**src/rtl/drtc_defines.svh**
```systemverilog
// Constants of the dual real-time counter block: field positions, reset values, timing counts.
// Assumes the including file sees the drtc_pkg types where it needs them.
//
// Overview of operation
// RULE1: Seconds counter divides crystal to one hertz.
// RULE2: Scalable counter prescales by two power 0..15.
// RULE3: Scalable source is crystal or RC oscillator.
// RULE4: Seconds counter has one absolute seconds alarm.
// RULE5: Scalable alarm resolves single source clock cycles.
// RULE6: Absolute alarm plus periodic every sixty units.
// RULE7: Enabled timed pulse drives pin at target.
// RULE8: Pulse scheduled against scalable running count.
// RULE9: Timed pulse works in all power modes.
// RULE10: Input transition latches scalable count snapshot.
// RULE11: Capture can wake device and interrupt.
// RULE12: Snapshot names exact source clock cycle.
// RULE13: Interrupt when counter equals alarm value.
// RULE14: Digital trim corrects count at intervals.
// RULE15: Both counters share the crystal oscillator.
// RULE16: Event flags stay set until software clears.
`ifndef DRTC_DEFINES_SVH
`define DRTC_DEFINES_SVH

// ------------------------------------------------------------
// Time base
// ------------------------------------------------------------
`define DRTC_XTAL_HZ        32768
`define DRTC_SEC_EXP        4'hf
`define DRTC_PERIOD_UNITS   60
`define DRTC_PERIOD_LAST    6'(`DRTC_PERIOD_UNITS - 1)

// ------------------------------------------------------------
// Source select and capture edge encodings
// ------------------------------------------------------------
`define DRTC_SRC_RC         1'b1
`define DRTC_EDGE_RISE      0
`define DRTC_EDGE_FALL      1

// ------------------------------------------------------------
// Sticky flag positions
// ------------------------------------------------------------
`define DRTC_FLG_SEC_ALARM  0
`define DRTC_FLG_SCL_ALARM  1
`define DRTC_FLG_PERIOD     2
`define DRTC_FLG_CAPTURE    3
`define DRTC_FLG_W          4

// ------------------------------------------------------------
// Reset values
// ------------------------------------------------------------
`define DRTC_COUNT_RST      32'h0000_0000
`define DRTC_FRAC_RST       15'h0000
`define DRTC_FLAGS_RST      4'h0
`define DRTC_PWR_ACTIVE     2'h0

`endif

```
**src/rtl/drtc_pkg.sv**
```systemverilog
// Types shared by the dual real-time counter files.
// Assumes nothing of its surroundings.
package drtc_pkg;
   typedef logic [31:0] drtc_count_t;   // Whole counted units
   typedef logic [14:0] drtc_frac_t;    // Source cycles inside a unit
   typedef enum logic [1:0] {
      drtc_st_idle  = 2'b00,
      drtc_st_armed = 2'b01,
      drtc_st_pulse = 2'b10
   } drtc_strobe_e;
endpackage : drtc_pkg

```
**src/rtl/drtc_prescaler.sv**
```systemverilog
// Power-of-two prescaler: counts source ticks, emits a unit tick every 2^exp ticks.
// Assumes src_tick is a one-cycle pulse synchronous to core_clk.
`include "drtc_defines.svh"

module drtc_prescaler import drtc_pkg::*; (
   // Clock and reset
   input  wire logic       core_clk,
   input  wire logic       reset,
   // Source and setting
   input  wire logic       src_tick,
   input  wire logic [3:0] unit_exp,
   // Phase and unit tick
   output drtc_frac_t      frac_q,
   output logic            unit_tick
);

   // ------------------------------------------------------------
   // Phase mask, one bit per prescaler stage
   // ------------------------------------------------------------
   drtc_frac_t mask;   // Last phase value of a unit

   genvar i;
   for (i = 0; i < 15; i++) begin : g_mask
      assign mask[i] = (unit_exp > 4'(i));
   end

   // Unit ends on the tick that finds the phase at or above the mask
   assign unit_tick = src_tick && (frac_q >= mask);   // RULE2

   // Phase counter, one step per source cycle
   always_ff @(posedge core_clk or posedge reset) begin
      if (reset) begin
         frac_q <= `DRTC_FRAC_RST;
      end else if (src_tick) begin
         frac_q <= unit_tick ? `DRTC_FRAC_RST : frac_q + 15'h1;   // RULE5
      end
   end
endmodule // drtc_prescaler

```
**src/rtl/drtc_dual_rtc.sv**
```systemverilog
// Top of the dual real-time counter: seconds counter, scalable counter, alarms,
// timed sensor pulse and input capture. All settings are plain ports.
// Assumes oscillator and capture inputs are synchronous to core_clk.
`include "drtc_defines.svh"

module drtc_dual_rtc import drtc_pkg::*; (
   // Clock and reset
   input  wire logic        core_clk,
   input  wire logic        reset,
   // Low-frequency oscillators
   input  wire logic        low_freq_crystal_osc,
   input  wire logic        low_freq_rc_osc,
   input  wire logic        low_freq_source_select,
   // Scalable counter setup
   input  wire logic [3:0]  scalable_time_unit,
   // Alarms
   input  wire logic        sec_alarm_en,
   input  wire logic [31:0] sec_alarm_time,
   input  wire logic        scl_alarm_en,
   input  wire logic [31:0] scl_alarm_units,
   input  wire logic [14:0] scl_alarm_frac,
   input  wire logic        scl_period_en,
   // Digital trim
   input  wire logic        trim_en,
   input  wire logic [15:0] trim_interval,
   input  wire logic [7:0]  sec_trim,
   input  wire logic [7:0]  scl_trim,
   // Timed sensor pulse
   input  wire logic        strobe_en,
   input  wire logic [31:0] strobe_target,
   input  wire logic [1:0]  power_mode,
   // Input capture
   input  wire logic        cap_in,
   input  wire logic        cap_en,
   input  wire logic [1:0]  cap_edge_sel,
   input  wire logic        cap_wake_en,
   // Flag handling
   input  wire logic [3:0]  irq_en,
   input  wire logic [3:0]  flag_clr,
   // Sensor pin
   output logic             timed_sensor_pulse_out,
   output logic             timed_sensor_pulse_oe,
   // Status
   output drtc_count_t      sec_count,
   output drtc_count_t      scl_count,
   output drtc_frac_t       scl_frac,
   output drtc_count_t      cap_units,
   output drtc_frac_t       cap_frac,
   output logic [3:0]       flags,
   output logic             irq,
   output logic             wake_req
);

   // ------------------------------------------------------------
   // Source cycle detection
   // ------------------------------------------------------------
   logic xtal_q;          // Crystal level, one cycle late
   logic rc_q;            // RC level, one cycle late
   logic xtal_tick;       // Crystal rising edge
   logic rc_tick;         // RC rising edge
   logic [1:0] src_tick;  // Per-counter source tick

   // Edge history of both oscillators
   always_ff @(posedge core_clk or posedge reset) begin
      if (reset) begin
         xtal_q <= 1'b0;
         rc_q   <= 1'b0;
      end else begin
         xtal_q <= low_freq_crystal_osc;
         rc_q   <= low_freq_rc_osc;
      end
   end

   assign xtal_tick = low_freq_crystal_osc & ~xtal_q;
   assign rc_tick   = low_freq_rc_osc & ~rc_q;

   // Crystal feeds the seconds counter, and the scalable counter unless RC is selected
   assign src_tick[0] = xtal_tick;   // RULE15
   // Scalable counter picks its source
   assign src_tick[1] = (low_freq_source_select == `DRTC_SRC_RC) ? rc_tick : xtal_tick;   // RULE3 RULE15

   // ------------------------------------------------------------
   // Prescalers and counters, one per counter
   // ------------------------------------------------------------
   logic [3:0]  unit_exp  [2];   // Prescale exponent per counter
   drtc_frac_t  frac_q    [2];   // Phase per counter
   logic [1:0]  unit_tick;       // Unit tick per counter
   drtc_count_t cnt_q     [2];   // Counted units
   logic [15:0] trim_cnt_q[2];   // Units since last trim
   logic [7:0]  trim_val  [2];   // Signed trim per counter
   logic [1:0]  trim_hit;        // Trim applies on this tick

   // Seconds counter is fixed at divide by 32768
   assign unit_exp[0] = `DRTC_SEC_EXP;   // RULE1
   assign unit_exp[1] = scalable_time_unit;   // RULE2
   assign trim_val[0] = sec_trim;
   assign trim_val[1] = scl_trim;

   genvar c;
   for (c = 0; c < 2; c++) begin : g_cnt
      drtc_prescaler u_pre (
         .core_clk  (core_clk),
         .reset     (reset),
         .src_tick  (src_tick[c]),
         .unit_exp  (unit_exp[c]),
         .frac_q    (frac_q[c]),
         .unit_tick (unit_tick[c])
      );

      // Trim falls due when the interval of units has passed
      assign trim_hit[c] = trim_en && unit_tick[c] && (trim_cnt_q[c] == trim_interval);

      // Interval counter for the trim
      always_ff @(posedge core_clk or posedge reset) begin
         if (reset) begin
            trim_cnt_q[c] <= 16'h0;
         end else if (!trim_en) begin
            trim_cnt_q[c] <= 16'h0;
         end else if (unit_tick[c]) begin
            trim_cnt_q[c] <= trim_hit[c] ? 16'h0 : trim_cnt_q[c] + 16'h1;
         end
      end

      // Count advances one unit, plus the signed trim when due
      always_ff @(posedge core_clk or posedge reset) begin
         if (reset) begin
            cnt_q[c] <= `DRTC_COUNT_RST;
         end else if (trim_hit[c]) begin
            cnt_q[c] <= cnt_q[c] + 32'h1 + {{24{trim_val[c][7]}}, trim_val[c]};   // RULE14
         end else if (unit_tick[c]) begin
            cnt_q[c] <= cnt_q[c] + 32'h1;   // RULE1
         end
      end
   end

   assign sec_count = cnt_q[0];
   assign scl_count = cnt_q[1];
   assign scl_frac  = frac_q[1];

   // ------------------------------------------------------------
   // Alarms
   // ------------------------------------------------------------
   logic       sec_alarm_hit;   // Seconds alarm match
   logic       scl_alarm_hit;   // Scalable absolute alarm match
   logic       period_hit;      // Sixtieth unit passed
   logic [5:0] per_cnt_q;       // Units inside the period

   // Absolute seconds alarm, checked as each second ends
   assign sec_alarm_hit = sec_alarm_en && unit_tick[0] && (cnt_q[0] == sec_alarm_time);   // RULE4 RULE13

   // Absolute alarm to one source cycle
   assign scl_alarm_hit = scl_alarm_en && src_tick[1]
                          && (cnt_q[1] == scl_alarm_units) && (frac_q[1] == scl_alarm_frac);   // RULE5 RULE6

   assign period_hit = scl_period_en && unit_tick[1] && (per_cnt_q == `DRTC_PERIOD_LAST);   // RULE6

   // Period counter restarts when disabled
   always_ff @(posedge core_clk or posedge reset) begin
      if (reset) begin
         per_cnt_q <= 6'h0;
      end else if (!scl_period_en) begin
         per_cnt_q <= 6'h0;
      end else if (unit_tick[1]) begin
         per_cnt_q <= period_hit ? 6'h0 : per_cnt_q + 6'h1;   // RULE6
      end
   end

   // ------------------------------------------------------------
   // Timed sensor pulse
   // ------------------------------------------------------------
   drtc_strobe_e st_q;       // Pulse state
   logic         st_fire;    // Target reached while armed
   logic         pulse_q;    // Pin level

   // Target compared against running scalable count at unit start, only while enabled
   assign st_fire = (st_q == drtc_st_armed) && strobe_en && src_tick[1]
                    && (cnt_q[1] == strobe_target) && (frac_q[1] == 15'h0);   // RULE8

   // Not gated by power_mode: runs in active, partial sleep, hibernate
   always_ff @(posedge core_clk or posedge reset) begin
      if (reset) begin
         st_q <= drtc_st_idle;
      end else begin
         case (st_q)
            // Wait for enable
            drtc_st_idle: begin
               if (strobe_en) begin
                  st_q <= drtc_st_armed;   // RULE9
               end
            end
            // Wait for the target time
            drtc_st_armed: begin
               if (!strobe_en) begin
                  st_q <= drtc_st_idle;
               end else if (st_fire) begin
                  st_q <= drtc_st_pulse;   // RULE7
               end
            end
            // Pulse lasts one source cycle
            drtc_st_pulse: begin
               if (src_tick[1]) begin
                  st_q <= strobe_en ? drtc_st_armed : drtc_st_idle;
               end
            end
            default: begin
               st_q <= drtc_st_idle;
            end
         endcase
      end
   end

   // Pin level and drive enable from flops
   always_ff @(posedge core_clk or posedge reset) begin
      if (reset) begin
         pulse_q               <= 1'b0;
         timed_sensor_pulse_oe <= 1'b0;
      end else begin
         pulse_q               <= (st_q == drtc_st_pulse) ? !src_tick[1] : st_fire;   // RULE7
         timed_sensor_pulse_oe <= strobe_en;
      end
   end

   assign timed_sensor_pulse_out = pulse_q;

   // ------------------------------------------------------------
   // Input capture
   // ------------------------------------------------------------
   logic cap_q;     // Capture pin, one cycle late
   logic cap_hit;   // Selected transition seen

   always_ff @(posedge core_clk or posedge reset) begin
      if (reset) begin
         cap_q <= 1'b0;
      end else begin
         cap_q <= cap_in;
      end
   end

   // Rising, falling or both, as selected
   assign cap_hit = cap_en && ((cap_edge_sel[`DRTC_EDGE_RISE] && cap_in && !cap_q)
                              || (cap_edge_sel[`DRTC_EDGE_FALL] && !cap_in && cap_q));   // RULE10

   // Snapshot of units and source-cycle phase
   always_ff @(posedge core_clk or posedge reset) begin
      if (reset) begin
         cap_units <= `DRTC_COUNT_RST;
         cap_frac  <= `DRTC_FRAC_RST;
      end else if (cap_hit) begin
         cap_units <= cnt_q[1];   // RULE10
         cap_frac  <= frac_q[1];   // RULE12
      end
   end

   // ------------------------------------------------------------
   // Sticky flags, interrupt and wake
   // ------------------------------------------------------------
   logic [3:0] flag_set;   // Events this cycle
   logic [3:0] flags_q;    // Sticky flags

   assign flag_set = {cap_hit, period_hit, scl_alarm_hit, sec_alarm_hit};

   // Set wins over a clear in the same cycle
   always_ff @(posedge core_clk or posedge reset) begin
      if (reset) begin
         flags_q <= `DRTC_FLAGS_RST;
      end else begin
         flags_q <= (flags_q & ~flag_clr) | flag_set;   // RULE16
      end
   end

   assign flags    = flags_q;
   assign irq      = |(flags_q & irq_en);   // RULE13 RULE11
   // Capture wakes the device only outside active mode
   assign wake_req = cap_wake_en && flags_q[`DRTC_FLG_CAPTURE] && (power_mode != `DRTC_PWR_ACTIVE);   // RULE11
endmodule // drtc_dual_rtc

```
**config.mk**
```make
export PLATFORM = sky130hd
export DESIGN_NAME = drtc_dual_rtc
export DESIGN_NICKNAME = d
export VERILOG_FILES = /design/src/rtl/drtc_pkg.sv /design/src/rtl/drtc_prescaler.sv /design/src/rtl/drtc_dual_rtc.sv
export VERILOG_INCLUDE_DIRS = /design/src /design/src/rtl
export SDC_FILE = /design/constraint.sdc
export NUM_CORES = 1
export LEC_CHECK = 0
export BUFFER_PORTS_ARGS = -buffer_cell sky130_fd_sc_hd__buf_2
export CELL_PAD_IN_SITES_DETAIL_PLACEMENT = 2
export CELL_PAD_IN_SITES_GLOBAL_PLACEMENT = 2
export CORE_MARGIN = 5
export CORE_UTILIZATION = 29
export CTS_CLUSTER_SIZE = 20
export DETAILED_ROUTE_END_ITERATION = 8
export GPL_ROUTABILITY_DRIVEN = 0
export GPL_TIMING_DRIVEN = 0
export PLACE_DENSITY_LB_ADDON = 0.05
export SLEW_MARGIN = 10
export SYNTH_ARGS = -nofsm -noshare
export SYNTH_HDL_FRONTEND = slang
export SYNTH_SLANG_ARGS = --single-unit
```
**constraint.sdc**
```tcl
create_clock -name core_clk -period 8.25 [get_ports core_clk]
set_input_delay 1.2375 -clock core_clk [delete_from_list [all_inputs] [get_ports core_clk]]
set_output_delay 1.2375 -clock core_clk [all_outputs]
set_load 0.01 [all_outputs]
```
After elaboration in Yosys (flattened, before gate mapping)
Index checks and enable logic that the tools add are counted.
Widths: inputs -> output; s select.
{"block": "totals", "output_inout_bits": 134, "register_bits": 190, "input_bits": 172, "wordCells": 123}
{"block": "classes", "mux": 23, "addsub": 9, "eq_ne": 15, "order_cmp": 17, "n_reduce_logical": 35, "bitwise": 8}
{"cell": "$mux 32", "count": 4}
{"cell": "$eq 32x32->1", "count": 3}
{"cell": "$mux 16", "count": 6}
{"cell": "$add 32x1->32 const B", "count": 2}
{"cell": "$add 32x32->32", "count": 2}
{"cell": "$add 16x1->16 const B", "count": 2}
{"cell": "$eq 16x16->1", "count": 2}
{"cell": "$add 15x1->15 const B", "count": 2}
{"cell": "$mux 15", "count": 2}
{"cell": "$gt 4x4->1 const B", "count": 7}
{"cell": "$logic_and 1x1->1", "count": 24}
{"cell": "$mux 6", "count": 3}
{"cell": "$gt 4x3->1 const B", "count": 4}
{"cell": "$eq 15x15->1", "count": 1}
{"cell": "$ge 15x15->1", "count": 1}
{"cell": "$ge 15x15->1 const B", "count": 1}
{"cell": "$logic_not 15->1", "count": 1}
{"cell": "$and 4x4->4", "count": 2}
{"cell": "$gt 4x1->1 const B", "count": 2}
{"cell": "$gt 4x2->1 const B", "count": 2}
{"cell": "$mux 2", "count": 4}
{"cell": "$ne 2x1->1 const B", "count": 4}
{"cell": "$add 6x1->6 const B", "count": 1}
{"cell": "$eq 6x6->1 const B", "count": 1}
{"cell": "other kinds (16)", "count": 24}

Logic depth before layout (Yosys ltp)
Gate-level depths: netlist of the first run.
{"block": "logic_depth", "ltp_word": 9, "depth_mapped": 18, "depth_no_buf": 17}

By module
From an unflattened synthesis of the first run, not the netlist that was laid out.
{"block": "unflattened", "hier_cells": 1810, "area_unflattened_um2": 15652.5}
{"mod": "drtc_dual_rtc", "area_per_inst_um2": 13217.7, "seq_area_each_um2": 4003.8, "cells_each": 1540, "instances": 1}
{"mod": "drtc_prescaler", "area_per_inst_um2": 1217.4, "seq_area_each_um2": 375.4, "cells_each": 135, "instances": 2}

Least setup slack after synthesis of the first run
Ideal clock, no wire load.
{"block": "synth_timing", "kind": "reg-to-reg", "startpoint": "register cnt_q (netlist bit scl_count[3])", "endpoint": "register cnt_q (netlist bit scl_count[31])", "setup_ns": 0.080, "stages_incl_launch_ff": 17, "setup_slack_ns": 4.315, "t_arrival_ns": 3.855, "synth_period_minus_slack_ns": 3.935, "required_ns": 8.170, "path_buffers": 1, "path_cell_list": "dfrtp_1 buf_2 and4_1 nand4_2 nor2_1 xor2_1 ha_1 and3_1 and3_1 nor4_2 a21oi_2 o31ai_4 o211ai_2 o221a_4 a21boi_0 or4_1 o211ai_2"}
{"block": "synth_between", "elab_chain_len": 3, "elab_cells_between_ends": 4, "cone_classes": "add/sub (2); mux (2)"}
{"item": "start: declaration", "line_no": "drtc_dual_rtc.sv:88", "rtl": "drtc_count_t cnt_q [2];"}
{"item": "start signal: indexed assignment", "line_no": "drtc_dual_rtc.sv:127", "rtl": "cnt_q[c] <= `DRTC_COUNT_RST;"}
{"item": "start signal: indexed assignment", "line_no": "drtc_dual_rtc.sv:129", "rtl": "cnt_q[c] <= cnt_q[c] + 32'h1 + {{24{trim_val[c][7]}}, trim_val[c]};"}
{"item": "start signal: indexed assignment", "line_no": "drtc_dual_rtc.sv:131", "rtl": "cnt_q[c] <= cnt_q[c] + 32'h1;"}
{"item": "$add 32x1->32 *", "line_no": "drtc_dual_rtc.sv:129, drtc_dual_rtc.sv:131"}
{"item": "$add 32x32->32 / $mux 32 (equally long branches)", "line_no": "drtc_dual_rtc.sv:129, drtc_dual_rtc.sv:130"}
{"item": "$mux 32 *", "line_no": "drtc_dual_rtc.sv:128", "rtl": "end else if (trim_hit[c]) begin"}
Mark *: on every way between the ends. The rest lies on a longest branch, timed or not. The select of a mux whose other input is x is not followed.
A chain may end at the register's enable or synchronous reset.

Worst setup path after layout of the first run
{"block": "layout_timing", "startpoint": "input port scalable_time_unit[2]", "endpoint": "register cnt_q (netlist bit scl_count[8])"}
{"block": "layout_between", "elab_chain_len": 6, "elab_cells_between_ends": 21, "cone_classes": "order compare (16); mux (1); reduce/logical (4)"}
{"item": "start: declaration", "line_no": "drtc_dual_rtc.sv:15", "rtl": "input wire logic [3:0] scalable_time_unit,"}
{"item": "$gt 4x1->1 (tied with other cells)", "line_no": "drtc_prescaler.sv:24", "rtl": "assign mask[i] = (unit_exp > 4'(i));"}
{"item": "$ge 15x15->1 *", "line_no": "drtc_prescaler.sv:28", "rtl": "assign unit_tick = src_tick && (frac_q >= mask);"}
{"item": "$logic_and 1x1->1 *", "line_no": "drtc_prescaler.sv:28"}
{"item": "$logic_and 1x1->1 (2 in a row)", "line_no": "drtc_dual_rtc.sv:111", "rtl": "assign trim_hit[c] = trim_en && unit_tick[c] && (trim_cnt_q[c] == trim_interval);"}
{"item": "$mux 32 / $reduce_bool 2->1 (equally long branches)"}
Mark *: on every way between the ends. The rest lies on a longest branch, timed or not.

==> impl_metrics.tcl, run 1 <==
set metrics [dict create \
    max_freq_ghz 0.1935 \
    io_buffer_count 304 \
    cts_root_buf "clkbuf_16" \
    post_cts_resized 0 \
    viasPerCell 5.363 \
    synthArstFlopShare_pct 100.0 \
    leakagePower_nw 8.494 \
    cp-start-kind "primary input" \
    fin_crit_ps 5167 \
    gr-total-overflow 0 \
    wl_per_cell_microns 24.47 \
    tightest_slew_ps 1340 \
    numCtsBuffers 17 \
    power_switching_mw 1.222 \
    finalHoldViolCount 0 \
    yosys_warnings 0 \
    hold_path.class "flip-flop to flip-flop" \
    powerDensity_nw_per_um2 166.5 \
    busiest_layer "met2" \
    hold_start "cap_frac[12]" \
    tns_ps 0 \
    rsz0062_at_grt "no" \
    internal-power_mw 1.823 \
    clkLatencyLatePin_ps 510 \
    grt_use_met1_pct 30.90 \
    power_switching_share_pct 40.13 \
    synth_seq_cells 190 \
    arrival_ps 5510 \
    min_to "cap_frac[12]" \
    yosys.area.top_type "dfrtp_1" \
    r2r_cells 17 \
    ys_types 75 \
    fp.dieW_microns 239.5 \
    fp-row-count 84 \
    final_util_pct 34.94 \
    antenna_found_initial 9 \
    power.total_mw 3.045 \
    core_sq_um 52340 \
    finalMaxSlewViolations 0 \
    clk_path_buf_depth 2 \
    clockPowerShare_pct 29.0 \
    fin_crit_sh_pct 62.63 \
    firstDrtPassIters 4 \
    path_max_fanout 10 \
    grt.total_usage_pct 24.34 \
    wirelength_mm 70.36 \
    fin_area_sq_um 18290 \
    crit_required_ps 8600 \
    place_area_sq_um 17690 \
    syn_area_sq_um 15280 \
    pwr-share-comb_pct 34.2 \
    use_met2_pct 41.48 \
    met3_usage_pct 4.767 \
    synth_flop_cell "dfrtp_1" \
    start_util_pct 29.19 \
    ff2ff_setup_slack_ps 3100 \
    slew_headroom_pct 9.860 \
    synth_cells 1848 \
    vdd.ir_drop.worst_mv 0.1727 \
    grt_pass1_wl_mm 106.5 \
    yosysSeqAreaShare_pct 31.12 \
    path_class "primary input to flip-flop" \
    io_pins 306 \
    tritoncts "built" \
    outcome "finished, final reports clean" \
    synth_fp_nets 2109 \
    cts_max_level 4 \
    dp_hpwl_mm 55.37 \
    postCtsHoldBufs 0 \
    hold_depth 2 \
    grt_max_degree 104 \
    r2r_start "sec_count[1]" \
    finalSetupViolCount 0 \
    ys_top_cells_by_count "dfrtp_1, nand2_1, xnor2_1" \
    area_growth_syn_to_layout_pct 19.71 \
    drt_iter0_markers 613 \
    grt_pass1_vias 17030 \
    r2r-end "sec_count[31]" \
    maxCapViolations 0 \
    synth_top_area_share_pct 31.12 \
    synth_area_leaders "dfrtp_1, xnor2_1, ha_1, xor2_1, o21ai_0" \
    die_h_microns 239.5 \
    avgSynthCellArea_sq_um 8.266 \
    final_nets 2433 \
    synth-edff-count 0 \
    vias 15420 \
    fin_skew_ps 12.93 \
    yosysMostFrequentCell "dfrtp_1" \
    drc 0 \
    antenna_left 0 \
    drive_gt1_share_pct 18.95 \
    fillers 6067 \
    pwr-share-seq_pct 36.8 \
    post_cts_buffers 0 \
    clock-sinks 190 \
    dieArea_sq_um 57370 \
    clk_pin_slew_ps 90 \
    critPathCaptureType "flip-flop" \
]
-- layer usage --
metal	up-vias	routed length, microns
li1	7212	-
met1	7772	31280
met2	332	33810
met3	88	3254
met4	16	1906
met5	-	115
-- cell families after synthesis --
| kind of cell | after synthesis | share of synthesized area, % |
|---|---|---|
| fa+ha+maj | 89 | 7.388 |
| mux | 35 | 2.539 |
| flops | 190 | 31.12 |
| simple gates | 634 | 20.35 |
| buf+inv | 171 | 4.611 |
| compound gates | 468 | 19.02 |
| xor+xnor | 261 | 14.96 |
-- area by class of cell --
cell class / instances / area (sq um) / area share, %
multi-input combinational: 1487 / 9817 / 53.68
tap: 688 / 860.8 / 4.707
clock buffer: 18 / 439.2 / 2.402
inverter: 54 / 210.2 / 1.150
timing repair buffer: 305 / 1549 / 8.471
antenna: 2 / 5.005 / 0.02737
sequential: 190 / 4755 / 26.00
buffer: 117 / 501.7 / 2.744
clock inverter: 14 / 148.9 / 0.8142
-- layout by cell type, fill, tap and decap left out, drive strengths merged, types with 6 or more instances in the layout --
master	count
inv	61
a31oi	14
a21o	34
dfrtp	190
o211ai	12
xnor2	157
a22oi	8
clkinv	6
nor2b	9
or2	7
and2	16
o21ai	154
nand2b	8
a22o	6
and3	40
buf	334
ha	87
nor2	153
a211oi	12
nor3	26
nor4	26
o21a	11
a21oi	128
xor2	104
mux2	30
nand4	58
or3	10
o31ai	8
o22ai	19
clkbuf	106
and4	9
nand3	95
nand2	164
o2bb2ai	8
o21bai	9
-- metrics by stage --
stage | setup WS, ps | hold slack [ps] | std cells
6_report | 3083 | 490.4 | 2875
5_1_grt | 2723 | 530.6 | 2873
4_1_cts | 3012 | 497.1 | 2873
3_5_place_dp | 2466 | 475.8 | 2841
3_3_place_gp | -1374 | 460.2 | 2840
2_1_floorplan | 1842 | 456.2 | 1848
-- power by group through the flow --
stage               clock, mW  combinational [mW]  sequential [mW]
detailed placement          0                1.05             1.14
floorplan                   0               0.617             1.12
global route            0.942                1.15             1.13
global placement            0                1.02             1.13
finish                  0.885                1.04             1.12
CTS                     0.919                1.05             1.12
-- critical path: stages --
cell,delay [ps]
buf_2,110
clkbuf_1,230
o31ai_1,330
ha_1,290
a21o_1,170
a21oi_1,200
nand2_1,90
o31ai_1,240
o211ai_1,420
nand2_1,320
clkbuf_1,400
clkbuf_1,510
clkbuf_1,720
o21ai_0,230
-- state kept, by name (all words and copies together) (netlist names) --
register,cells
cap_frac,15
flags,4
xtal_q,1
rc_q,1
timed_sensor_pulse_out,1
timed_sensor_pulse_oe,1
per_cnt_q,6
g_cnt.u_pre.frac_q,30
cap_q,1
st_q,2
trim_cnt_q,32
cap_units,32
scl_count,32
sec_count,32
-- how the worst max path moves through the flow --
| stage | start | endpoint | slack, ps | cells after the start |
|---|---|---|---|---|
| global placement | reset | cap_q | -1370 | 2 |
| CTS | scalable_time_unit[3] | scl_count[8] | 3010 | 15 |
| floorplan | reset | cap_frac[0] | 1840 | 1 |
| global route | scalable_time_unit[3] | scl_count[8] | 2720 | 14 |
| detailed placement | scalable_time_unit[3] | scl_count[8] | 2470 | 15 |
| finish | scalable_time_unit[2] | scl_count[8] | 3080 | 14 |
(Power assumes the default switching activity.)
==> run 2: changes to the inputs <==
- clock period: 8.25 -> 4.3 ns (I/O delays scaled with it)
==> run 2 against run 1 <==
  * Worst hold slack got worse by 260 ps
  * Setup slack got worse by 2900 ps
  * Clock skew rose by 4.2 ps
  * Sequential power rose by 95%
  * Largest cell class unchanged
  * Combinational power rose by 95%
  * Via count rose by 0.85%
  * Cell area rose by 3.5%
  * Critical path type is now flip-flop to flip-flop
==> impl_metrics.tcl, run 2 (synthesis gave the netlist of run 1 again) <==
set metrics [dict create \
    firstDrtPassIters 4 \
    finalHoldViolCount 0 \
    clock-sinks 190 \
    path_buf_inv 1 \
    crit_required_ps 4740 \
    maxCapViolations 0 \
    grt.total_usage_pct 24.61 \
    path_class "flip-flop to flip-flop" \
    fp.dieW_microns 239.5 \
    drive_gt1_share_pct 23.66 \
    clk_pin_slew_ps 80 \
    start_util_pct 29.19 \
    placedCellCount 2846 \
    grt_pass1_vias 17190 \
    hold_slack_ps 233.2 \
    io_buffer_count 304 \
    antenna_found_initial 12 \
    arrival_ps 4570 \
    tritoncts "built" \
    r2r-end "sec_count[29]" \
    tns_ps 0 \
    place_area_sq_um 17780 \
    path_max_fanout 6 \
    r2r_cells 17 \
    die_h_microns 239.5 \
    drc 0 \
    viasPerCell 5.398 \
    outcome "finished, final reports clean" \
    setup_slack_ps 168.2 \
    grt_pass1_wl_mm 107.7 \
    io_pins 306 \
    multi_input_area_sq_um 10240 \
    ff2ff_setup_slack_ps 170 \
    leakagePower_nw 8.679 \
    powerDensity_nw_per_um2 311.1 \
    dp_hpwl_mm 56.28 \
    pre_cts_slack_ps -1034 \
    cp_top_family "compound AO/OA/AOI/OAI gates" \
    final_nets 2437 \
    cts_max_level 4 \
    area_growth_syn_to_layout_pct 23.92 \
    crit_slowest_cell "dfrtp_2" \
    crit_cells 17 \
    fin_crit_ps 4132 \
    r2r_start "sec_count[0]" \
    finalSetupViolCount 0 \
    grt_max_degree 33 \
    max_freq_ghz 0.2420 \
    wirelength_mm 71.51 \
    crit_chain "ha_2 -> and3_2 -> and3_2 -> nand3_1 -> xnor2_1 -> ha_1 -> a21o_1 -> a21o_1 -> a221oi_4 -> a21oi_4 -> o21ai_2 -> nand2_2 -> a311oi_4 -> buf_4 -> o211ai_1 -> a21oi_1 -> o22a_1" \
    vias 15550 \
    hold_path.class "primary input to asynchronous set/reset pin" \
    antenna_left 0 \
    fin_cells 2881 \
    critPathCaptureType "flip-flop" \
    final_util_pct 36.17 \
    mostFrequentLayoutCell "buf_2" \
    register_area_sq_um 4776 \
    fin_area_sq_um 18930 \
    slew_headroom_pct 25.10 \
    power.total_mw 5.889 \
    cts_root_buf "clkbuf_16" \
    tightest_slew_ps 1116 \
    cp-start-kind "flip-flop" \
    core_sq_um 52340 \
    fp-row-count 84 \
    critPathLaunch "sec_count[0]" \
    clkLatencyLatePin_ps 500 \
    fin_skew_ps 17.10 \
    layout_common_cells "buf_2, dfrtp_1, nand2_1, o21ai_0, xnor2_1" \
    max_stage_delay_ps 430 \
    fin_crit_sh_pct 96.09 \
    drt_iter0_markers 596 \
    clk_path_buf_depth 2 \
    dieArea_sq_um 57370 \
    gr-total-overflow 0 \
    fillers 6013 \
    wl_per_cell_microns 24.82 \
    numCtsBuffers 17 \
    vdd.ir_drop.worst_mv 0.2663 \
    finalMaxSlewViolations 0 \
    crit_end "sec_count[29]" \
]
## run 2: worst register-to-register path, cell delays in order, from the launching register on
cell,delay (ps)
dfrtp_2,430
ha_2,250
and3_2,270
and3_2,250
nand3_1,170
xnor2_1,180
ha_1,360
a21o_1,200
a21o_1,200
a221oi_4,320
a21oi_4,120
o21ai_2,230
nand2_2,110
a311oi_4,350
buf_4,180
o211ai_1,80
a21oi_1,190
o22a_1,170
## run 2: worst min path at each step
stage                         startpoint                        end  cells past startpoint
2_1_floorplan  g_cnt[0].u_pre.frac_q[14]  g_cnt[0].u_pre.frac_q[14]                      2
3_3_place_gp                cap_units[3]               cap_units[3]                      2
3_5_place_dp                 cap_frac[0]                cap_frac[0]                      2
4_1_cts                  low_freq_rc_osc                       rc_q                      1
5_1_grt                  low_freq_rc_osc                       rc_q                      1
6_report                           reset                      cap_q                      2
## run 2: routing by layer
layer / share of wire [%] / GRT usage, %
met2: 49 / 42.79
met3: 4.9 / 5.849
met4: 2.0 / 5.551
met1: 44 / 31.09
met5: 0.15 / 0
## run 2: cell type report
| class | count | share of cell area [%] |
|---|---|---|
| clock buffers | 18 | 2.267 |
| diodes | 4 | 0.05288 |
| clock inverters | 14 | 0.7932 |
| flip-flops and latches | 190 | 25.23 |
| well taps | 688 | 4.548 |
| inverters | 54 | 1.091 |
| multi-input cells | 1487 | 54.08 |
| repair buffers | 332 | 9.611 |
| plain buffers | 94 | 2.333 |
## run 2: power breakdown
part,switching (mW),internal (mW),total (mW)
sequential,0.233,1.95,2.18
clock,0.905,0.776,1.68
combinational,1.21,0.817,2.03
## run 2: repair_timing
| item | 4_1_cts | 5_1_grt |
|---|---|---|
| hold buffers | 0 | 0 |
| gates resized for setup | 48 | 64 |
| endpoints found under the setup margin | 42 | 15 |
| gates cloned | 0 | 0 |
| pin swaps | 6 | 15 |
| buffers inserted | 7 | 15 |
